[src/hdl/rds_map.svh]
/*
  Constants for the redundant demand selector: encodings, defaults, limits, timing.
  Assumes demand values in tenths of a percent (0 to 1000) and a 40 ns clock.
*/
`ifndef RDS_MAP_SVH
`define RDS_MAP_SVH

`define RDS_SRC_PWM        2'h0
`define RDS_SRC_ANA        2'h1
`define RDS_SRC_CAN        2'h2

`define RDS_SD_MIN         2'h0
`define RDS_SD_MAX         2'h1
`define RDS_SD_LIMP        2'h2

`define RDS_PCT_MIN        10'h000
`define RDS_PCT_FULL       10'h3e8
`define RDS_FAILBACK_DEF   10'h032
`define RDS_TRACK_MAX_DEF  10'h064

`define RDS_DELAY_DEF_MS   14'h03e8
`define RDS_DELAY_MAX_MS   14'h2710

`define RDS_CUT_MIN_HZ     5'h01
`define RDS_CUT_MAX_HZ     5'h14
`define RDS_CUT_DEF_HZ     5'h14
// Filter gain per hertz at a 1 ms update, Q16 of 2*pi/1000
`define RDS_ALPHA_PER_HZ   14'h019c
`define RDS_FRAC_BITS      16

`define RDS_CLK_NS         40
`define RDS_MS_NS          1000000

`endif

[src/hdl/rds_pkg.sv]
/*
  Types for the redundant demand selector.
  Assumes rds_map.svh is on the include path.
*/
`include "rds_map.svh"

package rds_pkg;

  typedef enum logic [1:0] {
    SRC_PWM = `RDS_SRC_PWM,
    SRC_ANA = `RDS_SRC_ANA,
    SRC_CAN = `RDS_SRC_CAN
  } rds_src_t;

  typedef enum logic [1:0] {
    SD_MIN  = `RDS_SD_MIN,
    SD_MAX  = `RDS_SD_MAX,
    SD_LIMP = `RDS_SD_LIMP
  } rds_sd_t;

  // Gray order: primary -> backup -> primary
  typedef enum logic {
    CTRL_PRI = 1'b0,
    CTRL_BAK = 1'b1
  } rds_ctrl_t;

endpackage : rds_pkg

[src/hdl/rds_selector.sv]
/*
  Position demand front end: source selection, redundancy tracking, failover,
  low-pass filter, opening direction and shutdown target.
  Assumes all inputs come from logic on ref_clk, demands already scaled to
  tenths of a percent, and per-source fault flags from the input scalers.
*/
`timescale 1ns/100ps
`include "rds_map.svh"

module rds_selector #(
  parameter bit REDUNDANT_FW = 1'b1,
  parameter bit LIMP_OK      = 1'b1,
  parameter int TICK_CYC     = `RDS_MS_NS / `RDS_CLK_NS
) (
  input  logic              ref_clk,
  input  logic              reset_n,
  input  rds_pkg::rds_src_t cfg_primary_src,
  input  rds_pkg::rds_src_t cfg_backup_src,
  input  rds_pkg::rds_src_t cfg_input_src,
  input  logic              cfg_redundant,
  input  logic              cfg_track_en,
  input  logic              cfg_switch_backup,
  input  logic              cfg_filter_en,
  input  logic              cfg_dir_ccw,
  input  rds_pkg::rds_sd_t  cfg_shutdown_sel,
  input  logic [9:0]        cfg_failback,
  input  logic [9:0]        cfg_track_max,
  input  logic [13:0]       cfg_track_delay_ms,
  input  logic [4:0]        cfg_cutoff_hz,
  input  logic [9:0]        pwm_demand,
  input  logic [9:0]        ana_demand,
  input  logic [9:0]        can_demand,
  input  logic              pwm_fault,
  input  logic              ana_fault,
  input  logic              can_fault,
  input  logic              shutdown,
  output logic [9:0]        pos_demand_r,
  output logic              drive_en_r,
  output logic              shaft_ccw_r,
  output logic              track_fault_r,
  output logic              primary_failed_r,
  output logic              backup_failed_r,
  output logic              backup_active_r,
  output logic [9:0]        failback_r,
  output logic [9:0]        track_max_r,
  output logic [13:0]       track_delay_r,
  output logic [4:0]        cutoff_r
);
  import rds_pkg::*;

  logic        rst_meta_r;
  logic        rst_n_r;
  logic [15:0] tick_cnt_r;
  logic [13:0] over_cnt_r;
  rds_ctrl_t   ctrl_r;
  rds_ctrl_t   ctrl_nxt;
  logic [25:0] filt_r;

  always_ff @(posedge ref_clk or negedge reset_n) begin
    if (!reset_n) begin
      rst_meta_r <= 1'b0;
      rst_n_r    <= 1'b0;
    end else begin
      rst_meta_r <= 1'b1;
      rst_n_r    <= rst_meta_r;
    end
  end

  // Source selection; an unused encoding falls back to PWM
  wire rds_src_t pri_src = REDUNDANT_FW ? cfg_primary_src : cfg_input_src;
  wire rds_src_t bak_src = cfg_backup_src;
  wire       redundant = REDUNDANT_FW && cfg_redundant;
  wire [9:0] pri_dem   = (pri_src == SRC_ANA) ? ana_demand :
                         (pri_src == SRC_CAN) ? can_demand : pwm_demand;
  wire [9:0] bak_dem   = (bak_src == SRC_ANA) ? ana_demand :
                         (bak_src == SRC_CAN) ? can_demand : pwm_demand;
  wire       pri_src_f = (pri_src == SRC_ANA) ? ana_fault :
                         (pri_src == SRC_CAN) ? can_fault : pwm_fault;
  wire       bak_src_f = (bak_src == SRC_ANA) ? ana_fault :
                         (bak_src == SRC_CAN) ? can_fault : pwm_fault;
  wire [9:0] deviation = (pri_dem > bak_dem) ? pri_dem - bak_dem : bak_dem - pri_dem;

  // Settings outside their range are ignored and the last accepted value stays
  wire       fb_ok     = (cfg_failback <= `RDS_PCT_FULL) && (cfg_failback < track_max_r);
  wire [9:0] fb_nxt    = fb_ok ? cfg_failback : failback_r;
  wire       tm_ok     = (cfg_track_max <= `RDS_PCT_FULL) && (cfg_track_max > fb_nxt);
  wire       dly_ok    = cfg_track_delay_ms <= `RDS_DELAY_MAX_MS;
  wire       cut_ok    = (cfg_cutoff_hz >= `RDS_CUT_MIN_HZ) &&
                         (cfg_cutoff_hz <= `RDS_CUT_MAX_HZ);

  always_ff @(posedge ref_clk or negedge rst_n_r) begin
    if (!rst_n_r) begin
      failback_r    <= `RDS_FAILBACK_DEF;
      track_max_r   <= `RDS_TRACK_MAX_DEF;
      track_delay_r <= `RDS_DELAY_DEF_MS;
      cutoff_r      <= `RDS_CUT_DEF_HZ;
    end else begin
      failback_r    <= fb_nxt;
      track_max_r   <= tm_ok ? cfg_track_max : track_max_r;
      track_delay_r <= dly_ok ? cfg_track_delay_ms : track_delay_r;
      cutoff_r      <= cut_ok ? cfg_cutoff_hz : cutoff_r;
    end
  end

  // Millisecond time base for the tracking delay and the filter update
  wire tick = tick_cnt_r == 16'(TICK_CYC - 1);

  always_ff @(posedge ref_clk or negedge rst_n_r) begin
    if (!rst_n_r) begin
      tick_cnt_r <= 16'h0000;
    end else begin
      tick_cnt_r <= tick ? 16'h0000 : tick_cnt_r + 16'h0001;
    end
  end

  // Tracking check; only an unbroken excess counts toward the delay
  wire track_on  = redundant && cfg_track_en;
  wire over      = track_on && (deviation > track_max_r);
  wire delay_hit = over_cnt_r >= track_delay_r;
  wire cnt_sat   = over_cnt_r == `RDS_DELAY_MAX_MS;

  always_ff @(posedge ref_clk or negedge rst_n_r) begin
    if (!rst_n_r) begin
      over_cnt_r    <= 14'h0000;
      track_fault_r <= 1'b0;
    end else begin
      if (!over) begin
        over_cnt_r <= 14'h0000;
      end else if (tick && !cnt_sat) begin
        over_cnt_r <= over_cnt_r + 14'h0001;
      end
      track_fault_r <= over && delay_hit;
    end
  end

  // Failure marks and which input is in control
  wire trk_pri_f  = track_fault_r && cfg_switch_backup;
  wire trk_bak_f  = track_fault_r && !cfg_switch_backup;
  wire pri_failed = pri_src_f || trk_pri_f;
  wire bak_failed = redundant && (bak_src_f || trk_bak_f);
  wire fb_close   = deviation <= failback_r;

  always_comb begin
    ctrl_nxt = ctrl_r;
    case (ctrl_r)
      CTRL_PRI: begin
        if (redundant && pri_failed && !bak_failed) begin
          ctrl_nxt = CTRL_BAK;
        end
      end
      CTRL_BAK: begin
        if (!redundant || bak_failed) begin
          ctrl_nxt = CTRL_PRI;
        end else if (!pri_failed && fb_close) begin
          ctrl_nxt = CTRL_PRI;
        end
      end
      default: ctrl_nxt = CTRL_PRI;
    endcase
  end

  always_ff @(posedge ref_clk or negedge rst_n_r) begin
    if (!rst_n_r) begin
      ctrl_r           <= CTRL_PRI;
      primary_failed_r <= 1'b0;
      backup_failed_r  <= 1'b0;
      backup_active_r  <= 1'b0;
    end else begin
      ctrl_r           <= ctrl_nxt;
      primary_failed_r <= pri_failed;
      backup_failed_r  <= bak_failed;
      backup_active_r  <= ctrl_nxt == CTRL_BAK;
    end
  end

  wire [9:0] sel_dem = (ctrl_r == CTRL_BAK) ? bak_dem : pri_dem;

  // First-order low-pass, updated once a millisecond
  wire        [13:0] alpha  = {9'h000, cutoff_r} * `RDS_ALPHA_PER_HZ;
  wire        [25:0] x_q    = {sel_dem, 16'h0000};
  wire signed [26:0] err    = $signed({1'b0, x_q}) - $signed({1'b0, filt_r});
  wire signed [41:0] prod   = err * $signed({1'b0, alpha});
  wire signed [26:0] f_sum  = $signed({1'b0, filt_r}) + prod[41:`RDS_FRAC_BITS];
  wire        [9:0]  filt_q = filt_r[25:`RDS_FRAC_BITS];

  // Filter tracks the input while off so switching it on causes no jump
  always_ff @(posedge ref_clk or negedge rst_n_r) begin
    if (!rst_n_r) begin
      filt_r <= 26'h0000000;
    end else if (!cfg_filter_en) begin
      filt_r <= x_q;
    end else if (tick) begin
      filt_r <= f_sum[25:0];
    end
  end

  // Output stage: shutdown target overrides the demand
  wire       limp    = shutdown && LIMP_OK && (cfg_shutdown_sel == SD_LIMP);
  wire [9:0] run_dem = cfg_filter_en ? filt_q : sel_dem;
  wire [9:0] sd_dem  = (cfg_shutdown_sel == SD_MAX) ? `RDS_PCT_FULL : `RDS_PCT_MIN;

  always_ff @(posedge ref_clk or negedge rst_n_r) begin
    if (!rst_n_r) begin
      pos_demand_r <= `RDS_PCT_MIN;
      drive_en_r   <= 1'b0;
      shaft_ccw_r  <= 1'b0;
    end else begin
      pos_demand_r <= shutdown ? sd_dem : run_dem;
      drive_en_r   <= !limp;
      shaft_ccw_r  <= cfg_dir_ccw;
    end
  end
endmodule : rds_selector

[config.mk]
export PLATFORM = sky130hd
export DESIGN_NAME = rds_selector
export DESIGN_NICKNAME = d
export VERILOG_FILES = /design/src/hdl/rds_pkg.sv /design/src/hdl/rds_selector.sv
export VERILOG_INCLUDE_DIRS = /design/src /design/src/hdl
export SDC_FILE = /design/constraint.sdc
export NUM_CORES = 1
export LEC_CHECK = 0
export ABC_AREA = 1
export ABC_CLOCK_PERIOD_IN_PS = 6200
export BUFFER_PORTS_ARGS = -buffer_cell sky130_fd_sc_hd__buf_2
export CAP_MARGIN = 20
export CORE_ASPECT_RATIO = 1.5
export CORE_UTILIZATION = 50
export DETAILED_ROUTE_END_ITERATION = 10
export PLACE_DENSITY = 0.68
export RECOVER_POWER = 100
export REMOVE_ABC_BUFFERS = 1
export SYNTH_ARGS = -nofsm -noshare
export SYNTH_HDL_FRONTEND = slang
export SYNTH_SLANG_ARGS = --single-unit
[constraint.sdc]
create_clock -name ref_clk -period 6.2 [get_ports ref_clk]
set_input_delay 1.24 -clock ref_clk [delete_from_list [all_inputs] [get_ports ref_clk]]
set_output_delay 1.24 -clock ref_clk [all_outputs]
set_load 0.02 [all_outputs]
### Word level (Yosys, flattened, before mapping)

Index checks and enable logic that the tools add are counted.

| word-level totals | value |
|---|---|
| register bits | 113 |
| latch bits | 0 |
| RAM bits | 0 |
| memory bits (read-only) | 0 |
| bits of input ports | 88 |
| output and inout bits | 55 |
| logic and storage cells | 92 |
| memories kept | 0 |

| operators by class | value |
|---|---|
| add/sub/neg operators | 6 |
| multiply operators | 2 |
| div/mod/pow operators | 0 |
| magnitude comparators | 11 |
| equality and inequality tests | 10 |
| shifts and indexed selects | 0 |
| muxes and demuxes | 23 |
| bitwise logic cells | 1 |
| reductions and logical operators | 23 |

Operators by type and width:

| operator | number |
|---|---|
| $mux W10 | 10 |
| $mux W26 | 2 |
| $mul A27 B13 Y40 | 1 |
| $gt A10 B10 Y1 | 3 |
| $mux W14 | 2 |
| $sub A26 B26 Y27 | 1 |
| $add A26 B26 Y26 | 1 |
| $le A10 B10 Y1 const B | 2 |
| $sub A10 B10 Y10 | 2 |
| $add A16 B1 Y16 const B | 1 |
| $eq A16 B15 Y1 const B | 1 |
| $mux W16 | 1 |
| $add A14 B1 Y14 const B | 1 |
| $eq A14 B14 Y1 const B | 1 |
| $ge A14 B14 Y1 | 1 |
| $le A14 B14 Y1 const B | 1 |
| $logic_and A1 B1 Y1 | 14 |
| $mul A5 B7 Y12 const B | 1 |
| $le A10 B10 Y1 | 1 |
| $lt A10 B10 Y1 | 1 |
| $mux W1 | 7 |
| $eq A2 B1 Y1 const B | 3 |
| $eq A2 B2 Y1 const B | 3 |
| $logic_not A1 Y1 | 6 |
| other kinds (6) | 9 |

### Logic depth before layout (Yosys ltp)

Gate-level depths: netlist of run 1.

| depth | value |
|---|---|
| word-level depth | 10 |
| depth in mapped cells | 52 |
| mapped depth without buffers | 52 |

### Worst setup path after synthesis of run 1

Ideal clock, no wire load.

| timing | value |
|---|---|
| path type | input to register |
| start | input port cfg_primary_src[1] |
| end | register filt_r[21] |
| setup time | 0.119 ns |
| arrival time | 8.732 ns |
| data required time | 6.081 ns |
| setup slack | -2.651 ns |
| stages | 41 |
| path buffers | 1 |
| cell sequence | inv_1 nor2_4 buf_6 o21ai_0 a21oi_1 nand2_1 o21ai_2 ha_1 inv_1 o21bai_1 a221oi_1 o211ai_1 nor2_2 nand2_1 inv_1 fa_1 fa_1 inv_1 [5 not listed] inv_1 ha_1 nand2_1 inv_1 a21oi_1 nand2_1 a21oi_1 nand2_1 nand2_1 nand2_1 ha_1 a21o_1 a21oi_1 a21boi_0 nand3_1 or2_2 nand3_1 nand2_1 |

| between the ends | value |
|---|---|
| longest elaborated chain between the ends | 9 |
| elaborated cells between the ends (all ways) | 10 |
| those cells by class | 2 x add/sub; 1 x mul; 2 x eq/ne; 5 x mux |

Ends and longest elaborated chain:

| item | RTL line | RTL |
|---|---|---|
| start, declared | rds_selector.sv:17 | `input rds_pkg::rds_src_t cfg_primary_src,` |
| $eq A2 B2 Y1 | rds_selector.sv:74 | `(pri_src == SRC_CAN) ? can_demand : pwm_demand;` |
| $mux W10 | rds_selector.sv:74 |  |
| $mux W10 * | rds_selector.sv:73 | `wire [9:0] pri_dem = (pri_src == SRC_ANA) ? ana_demand :` |
| $mux W10 * | rds_selector.sv:176 | `wire [9:0] sel_dem = (ctrl_r == CTRL_BAK) ? bak_dem : pri_dem;` |
| $sub A26 B26 Y27 | rds_selector.sv:181 | `wire signed [26:0] err = $signed({1'b0, x_q}) - $signed({1'b0, filt_r});` |
| $mul A27 B13 Y40 | rds_selector.sv:182 | `wire signed [41:0] prod = err * $signed({1'b0, alpha});` |
| $add A26 B26 Y26 | rds_selector.sv:183 | `` wire signed [26:0] f_sum = $signed({1'b0, filt_r}) + prod[41:`RDS_FRAC_BITS]; `` |
| $mux W26 | rds_selector.sv:192 | `end else if (tick) begin` |
| $mux W26 * | rds_selector.sv:190 | `end else if (!cfg_filter_en) begin` |
| end signal, assigned | rds_selector.sv:191 | `filt_r <= x_q;` |
| end signal, assigned | rds_selector.sv:193 | `filt_r <= f_sum[25:0];` |
| end, declared | rds_selector.sv:57 | `logic [25:0] filt_r;` |

Mark *: on every way between the ends. The rest lies on a longest branch, timed or not. The select of a mux whose other input is x is not followed.
A chain may end at the register's enable or synchronous reset.

### Final worst setup path of run 1

| timing | value |
|---|---|
| start | input port cfg_primary_src[1] |
| end | register filt_r[18] |

Same word-level chain as after synthesis.

==> summary.md, run 1 <==
| Metric | Value |
|---|---|
| Status | finished with violations |
| Failing checks | max-capacitance violations, max-slew violations, negative setup slack |
| Row Count | 94 |
| GRT Total Usage | around 36% |
| Seq/Total Area, Yosys | 12.6% |
| Max stage delay on crit path | 0.59 ns |
| Overflow after GRT | 0 |
| Startpoint types | primary input |
| Leading area contributor after synthesis | fa_1 |
| Synth top area cells | fa_1 26%, ha_1 13%, nand2_1 12%, dfrtp_1 11%, inv_1 11% |
| Commonest non-fill, non-tap cells in the layout | 566 x inv_1, 564 x nand2_1, 561 x buf_4 |
| RSZ-0062 raised after global routing | yes |
| Crit Path Max Fanout | 8 |
| Worst hold slack | around 0.36 ns |
| Vias per cell | 5.43 |
| Slew Limit Fails | about 110 |
| Clock sinks | 113 |
| Util after Layout | 74.7% |
| Detail Route Antenna Nets | 0 |
| Nets | 4429 |
| CTS H-tree depth | 4 |
| Vias after detailed routing | 23956 |
| CP dominant cell by count | nand2_1 |
| Min setup slack post-route | -2.61 ns |
| EDFF count, synth | 0 |
| Die W | 175 um |
| First-pass GRT wire length | 129 mm |
| Crit path required time | 6.53 ns |
| DR iter-0 viols | ~1300 |
| DRT Pass-1 Iters | 8 |
| Synth Cell Area | 0.0225 mm^2 |
| CTS tree | done |
| Hold Fails Final Rpt | 0 |
| Synth Instances | 3067 |
| Synth Flop Type | dfrtp_1 |
| Post-DR wirelength/cell | between 15 and 20 um |
| Synth unique cells | 67 |
| Final wirelength | approximately 84 mm |
| Post-synthesis register bit count | 113 |
| Crit share post-route | 142% |
| Initial Utilization | about half |
| Min Tclk post-route | 8.81 ns |
| Area growth syn-to-layout | 46.4% |
| Highest clock rate | 113 MHz |
| Slew HR | -57.2% |
| Clock Tree Root | clkbuf_16 |
| Top cell type's share of synthesized area | 26.2% |
| Avg Cell Area, Syn | 7.34 um^2 |
| Hold crit path type | reg -> reg |
| Clk buf depth | 2 |
| Asr flop ratio synth | 100% |
| Skew final | 0.0168 ns |
| Synth warnings | 0 |
| CP endpoint kind | flip-flop |
| Initial antenna violation count | 2 |
| Post-route setup TNS | -92.65 ns |
| Vert. Die Dim | 262 um |
| # setup viols final | 42 |
| Commonest non-fill, non-tap cell in the layout | inv_1 |
| Crit path max-delay cell type | fa_1 |
| Die area | 0.0459 mm^2 |
| # IOs | 143 |
| Clock Latency Late Sink | 0.46 ns |
| Layout cells sized above 1 | around 38% |
| I/O Buffers | 140 |
| Setup CP Type | in -> reg |
| Core box area | 0.0441 mm^2 |
| Critical path arrival | 9.14 ns |
| CTS Hold Buffers Added | 0 |
| Total CTS buffers | 17 |
| Vias in the first global route | 25737 |
| Residual DRC count | 0 |
| Global placement routability congestion | 1.01 |
| Clock-pin slew on the worst setup and hold paths | 0.07 ns |
| Max Cap Viol | 2 |
| Slew at the pin with the worst max-slew slack | 2.36 ns |
| Largest net degree at the start of global routing | 57 |
| Detailed placer's ending HPWL | around 63 mm |
==> flip-flops by register name, summed over array words and instances, names as in the netlist, 5 cells and up <==
signal / cells
track_delay_r: 14
pos_demand_r: 10
track_max_r: 10
filt_r: 26
cutoff_r: 5
failback_r: 10
tick_cnt_r: 16
over_cnt_r: 14
==> critical path, delay by kind of cell <==
| family | cells | cell delay, ns |
|---|---|---|
| fa+ha+maj | 8 | 3.60 |
| buf+inv | 13 | 1.21 |
| simple gates | 17 | 1.65 |
| xor+xnor | 1 | 0.30 |
| compound gates | 8 | 1.11 |
==> kinds of logic after synthesis <==
family | share of synthesized area (%)
compound gates | 10.4
xor+xnor | 2.21
fa+ha+maj | 38.7
buf+inv | 12.8
flops | 12.6
mux | 0.311
other cells | 0.0167
simple gates | 22.9
==> cell usage after synthesis (27+ instances only) <==
library cell and instances:
dfrtp_1 99, nand3_1 128, nor2_1 249, a21oi_1 166, clkbuf_1 27, ha_1 225, fa_1 295, nor3_1 31
xor2_1 40, nand4_1 33, nand2_1 692, inv_1 649, o21ai_0 154
==> layer usage <==
layer | routed length, um | vias up | share of wire, % | GRT usage, %
li1 | - | 11021 | - | -
met1 | 27800 | 11558 | 33 | 35.6
met2 | 43600 | 937 | 52 | 66.9
met3 | 4040 | 438 | 4.8 | 5.32
met4 | 8280 | 2 | 9.9 | 30.5
met5 | 17 | - | 0.020 | 0
==> stage by stage <==
stage | cells | cell area, um^2 | setup slack (ns)
after floorplan | 3011 | 22200 | -2.82
after global placement | 4217 | 27500 | -3.61
after detailed placement | 4217 | 27500 | -3.64
after CTS | 4361 | 31200 | -2.46
after global routing | 4410 | 32900 | -2.90
final | 4411 | 32900 | -2.61
==> path summary, 6_finish.rpt <==
path,startpoint,endpoint,slack (ns),cells past startpoint
hold / removal,rst_meta_r$_DFF_PN0_,rst_n_r$_DFF_PN0_,0.36,0
hold reg to reg,rst_meta_r$_DFF_PN0_,rst_n_r$_DFF_PN0_,0.36,0
min in group asynchronous,reset_n,rst_meta_r$_DFF_PN0_,0.57,1
setup reg to reg,cutoff_r[4]$_DFFE_PN1P_,filt_r[18]$_DFFE_PN0P_,-2.59,42
setup / recovery,cfg_primary_src[1],filt_r[18]$_DFFE_PN0P_,-2.61,47
max in group asynchronous,rst_n_r$_DFF_PN0_,pos_demand_r[8]$_DFF_PN0_,2.60,1
==> what timing repair did <==
action                     in CTS  in global routing
resized for setup             519                375
pin swaps                     245                255
setup endpoints to repair      26                 42
gates cloned                    5                  0
buffers inserted              113                 58
==> final cells by class <==
class / count / area, um^2
fill: 3160 / 11200
inverter: 680 / 2600
tap: 576 / 721
clock buffer: 18 / 439
timing repair buffer: 789 / 6080
antenna: 1 / 2.50
sequential: 113 / 2850
timing repair inverter: 1 / 7.51
clock inverter: 14 / 131
multi-input combinational: 2219 / 20100
Power of run 1 is not shown: default switching activity piles up to over one toggle a cycle in this logic, so the estimate is an artifact.
==> run 2: changes to the inputs <==
--- a/config.mk
+++ b/config.mk
@@ -11,8 +11,11 @@
 export BUFFER_PORTS_ARGS = -buffer_cell sky130_fd_sc_hd__buf_2
 export CAP_MARGIN = 20
+export CELL_PAD_IN_SITES_DETAIL_PLACEMENT = 1
+export CELL_PAD_IN_SITES_GLOBAL_PLACEMENT = 1
 export CORE_ASPECT_RATIO = 1.5
 export CORE_UTILIZATION = 50
+export CTS_BUF_LIST = sky130_fd_sc_hd__clkbuf_16
 export DETAILED_ROUTE_END_ITERATION = 10
-export PLACE_DENSITY = 0.68
+export PLACE_DENSITY_LB_ADDON = 0.1
 export RECOVER_POWER = 100
 export REMOVE_ABC_BUFFERS = 1
==> constraint.sdc (replaced) <==
create_clock -name ref_clk -period 6.2 [get_ports ref_clk]
set_input_delay 1.24 -clock ref_clk [delete_from_list [all_inputs] [get_ports ref_clk]]
set_output_delay 1.24 -clock ref_clk [all_outputs]
set_load 0.05 [all_outputs]
==> run 2 against run 1 <==
Effect of this change:
- the run now fails in clock tree synthesis
- synthesized cell count unchanged
- synthesized area unchanged
==> summary.md, run 2 <==
| Metric | Value |
|---|---|
| Status | aborted with a tool error |
| Fail Step | clock tree synthesis |
| Run Error | [ERROR DPL-0033] detailed placement checks failed during check placement. |
| Clock Tree Root | clkbuf_16 |
| Detailed placer's ending HPWL | 82.2 mm (+30%) |
| Global placement routability congestion | 0.982 (-3.1%) |
| Avg Cell Area, Syn | 7.34 um^2 (unchanged) |
| Post-synthesis register bit count | 113 (unchanged) |
| Total CTS buffers | 17 (unchanged) |
| CTS Hold Buffers Added | 0 (unchanged) |
| Top cell type's share of synthesized area | 26.2% (unchanged) |
| Synth Flop Type | dfrtp_1 |
| Seq/Total Area, Yosys | 12.6% (unchanged) |
| Post-CTS setup buffer count | 140 (+24%) |
| Resized Gates After CTS | 768 (+48%) |
| # IOs | 143 (unchanged) |
| Initial Utilization | 51.0% (unchanged) |
| Synth Instances | 3067 (unchanged) |
| Die W | 175 um (unchanged) |
| Vert. Die Dim | 262 um (unchanged) |
| Synth Cell Area | 0.0225 mm^2 (unchanged) |
| Synth top area cells | fa_1 26%, ha_1 13%, nand2_1 12%, dfrtp_1 11%, inv_1 11% |
| Synth unique cells | 67 (unchanged) |
| Clk buf depth | 2 (unchanged) |
| DP Area | 0.0276 mm^2 (+0.14%) |
| I/O Buffers | 140 (unchanged) |
| Top-count cell post-synth | nand2_1 |
| Synth warnings | 0 (unchanged) |
| Row Count | 94 (unchanged) |
| Clock sinks | 113 (unchanged) |
| Top post-synthesis cells by count | 692 x nand2_1, 649 x inv_1, 295 x fa_1, 249 x nor2_1, 225 x ha_1 |
| Placed insts | 4220 (+0.071%) |
| Asr flop ratio synth | 100% (unchanged) |
| Leading area contributor after synthesis | fa_1 |
| CTS H-tree depth | 4 (unchanged) |
| EDFF count, synth | 0 (unchanged) |
==> run 2: cell counts after synthesis <==
Identical to the previous run, type by type.
==> run 2: cell families after synthesis <==
kind of cell	count (synthesis)	synth area share, %
simple gates	1221	22.9
buf+inv	736	12.8
other cells	1	0.0167
xor+xnor	53	2.21
flops	113	12.6
fa+ha+maj	520	38.7
mux	6	0.311
compound gates	417	10.4
==> run 2: per-stage QoR <==
stage	hold WS, ns	setup WS [ns]
floorplan	0.331	-2.82
global placement	0.339	-3.83
detailed placement	0.337	-4.34
==> run 3: changes to the inputs <==
CELL_PAD_IN_SITES_DETAIL_PLACEMENT = not set   (was 1)
CELL_PAD_IN_SITES_GLOBAL_PLACEMENT = not set   (was 1)
CORE_ASPECT_RATIO = not set   (was 1.5)
CORE_UTILIZATION = 35   (was 50)
CTS_BUF_LIST = not set   (was sky130_fd_sc_hd__clkbuf_16)
PLACE_DENSITY_LB_ADDON = 0.15   (was 0.1)
==> run 3 against run 2 <==
Effect of this change:
- the flow now finishes, with violations (max-capacitance violations, max-slew violations, negative setup slack)
==> summary.md, run 3 (same netlist as run 1, synthesis figures left out) <==
| Metric | Value |
|---|---|
| Vias per cell | 4.83 |
| DRT Pass-1 Iters | 7 |
| Row Count | 92 (-2.1%) |
| Min Tclk post-route | 8.72 ns |
| # IOs | 143 (unchanged) |
| CTS Hold Buffers Added | 0 (unchanged) |
| Commonest non-fill, non-tap cells in the layout | 587 x inv_1, 572 x nand2_1, 542 x buf_4 |
| Min setup slack post-route | -2.52 ns |
| Largest net degree at the start of global routing | between 60 and 70 |
| DR iter-0 viols | 1155 |
| Core box area | 0.0633 mm^2 |
| Crit path max-delay cell type | dfstp_2 |
| Failing checks | max-capacitance violations, max-slew violations, negative setup slack |
| Crit path required time | about 6.6 ns |
| Vias in the first global route | 23583 |
| RSZ-0062 raised after global routing | yes |
| ANT cells | 0 |
| Global placement routability congestion | 0.907 (-7.7%) |
| Slew at the pin with the worst max-slew slack | between 2 and 2.5 ns |
| Final wirelength | between 70 and 80 mm |
| Initial antenna violation count | 1 |
| Die area | 0.0653 mm^2 |
| Crit Path Max Fanout | 4 |
| CTS H-tree depth | 4 (unchanged) |
| Worst hold slack | ~0.35 ns |
| Register bank with the most flops | filt_r |
| I/O Buffers | 140 (unchanged) |
| Max Cap Viol | 2 |
| First-pass GRT wire length | around 130 mm |
| Initial Utilization | 35.6% (-15 points) |
| Slew Limit Fails | 114 |
| Biggest regs | filt_r (26), tick_cnt_r (16) |
| Status | finished with violations |
| Vert. Die Dim | 256 um (-2.4%) |
| Commonest non-fill, non-tap cell in the layout | inv_1 |
| Clk buf depth | 2 (unchanged) |
| Area growth syn-to-layout | 44.2% |
| Number of flip-flops in the largest register | 26 |
| Die W | 256 um (+46%) |
| Clock Latency Late Sink | 0.48 ns |
| Critical path arrival | 9.08 ns |
| Residual DRC count | 0 |
| Startpoint types | flip-flop |
| GRT Total Usage | 24.1% |
| CTS tree | done |
| Crit share post-route | 141% |
| Total CTS buffers | 17 (unchanged) |
| Highest clock rate | 115 MHz |
| Hold Fails Final Rpt | 0 |
| Overflow after GRT | 0 |
| Slew HR | -37.4% |
| Setup CP Type | reg -> reg |
| Nets | around 4400 |
| Clock Tree Root | clkbuf_16 |
| Post-DR wirelength/cell | ~17 um |
| Skew final | 0.0145 ns |
| Clock sinks | 113 (unchanged) |
| Detailed placer's ending HPWL | 63.8 mm (-22%) |
| Vias after detailed routing | 22436 |
| Layout cells sized above 1 | 36.3% |
| Detail Route Antenna Nets | 0 |
| Hold crit path type | reg -> reg |
| CP dominant cell by count | fa_1 |
| Filler Cell Count | 6164 |
| Clock-pin slew on the worst setup and hold paths | 0.06 ns |
| Max stage delay on crit path | about 0.57 ns |
| # setup viols final | 26 |
| CP endpoint kind | flip-flop |
==> run 3: per-stage QoR <==
stage	utilization (%)	worst slack, ns	cells	cell area, um^2	TNS [ns]
3_5_place_dp	44.4	-3.99	4513	28100	-84.29
5_1_grt	51.3	-2.91	4642	32500	-67.27
4_1_cts	49.0	-2.53	4606	31000	-58.37
2_1_floorplan	-	-2.82	3011	22200	-60.49
6_report	51.3	-2.52	4642	32500	-58.97
3_3_place_gp	44.4	-3.93	4513	28100	-83.93
==> run 3: worst paths after layout <==
kind | from | end | slack [ns] | cells after the start
max | cutoff_r[2]$_DFFE_PN1P_ | filt_r[21]$_DFFE_PN0P_ | -2.52 | 45
max reg2reg | cutoff_r[2]$_DFFE_PN1P_ | filt_r[21]$_DFFE_PN0P_ | -2.52 | 45
max in group asynchronous | rst_n_r$_DFF_PN0_ | failback_r[7]$_DFF_PN0_ | 2.59 | 1
min reg2reg | rst_meta_r$_DFF_PN0_ | rst_n_r$_DFF_PN0_ | 0.35 | 0
min | rst_meta_r$_DFF_PN0_ | rst_n_r$_DFF_PN0_ | 0.35 | 0
min in group asynchronous | reset_n | rst_n_r$_DFF_PN0_ | 0.54 | 1
==> run 3: worst max-delay path: cells and delay by family (launching register included) <==
kind | cells | cell delay (ns)
AOI/OAI and AO/OA | 8 | 1.12
xor gates and xnor gates | 1 | 0.19
DFF | 1 | 0.57
and+or+nand+nor | 13 | 1.25
buffers and inverters | 12 | 1.08
adders and majority gates | 11 | 4.39
==> run 3: final cells by class <==
cell class | instances | area (um^2) | share of cell area (%)
Multi-Input combinational cell | 2218 | 19500 | 60.2
Timing Repair Buffer | 753 | 5840 | 18.0
Sequential cell | 113 | 2850 | 8.77
Inverter | 680 | 2590 | 7.98
Tap cell | 846 | 1060 | 3.26
Clock buffer | 18 | 439 | 1.35
Clock inverter | 14 | 144 | 0.443
==> run 3: repair_timing <==
item                       CTS  global route
pin swaps                  263           213
setup endpoints to repair   26            26
gates cloned                 1             0
setup buffers               61            41
resized for setup          437           299
hold endpoints to repair     0             0
==> run 3: metal layers <==
metal	wire length, um	GRT usage (%)	vias up
met3	2540	2.90	119
li1	-	-	10957
met1	33600	30.6	10917
met2	39000	42.2	441
met4	2330	7.97	2
met5	8	0	-
Power of run 3 is left out for the same reason.
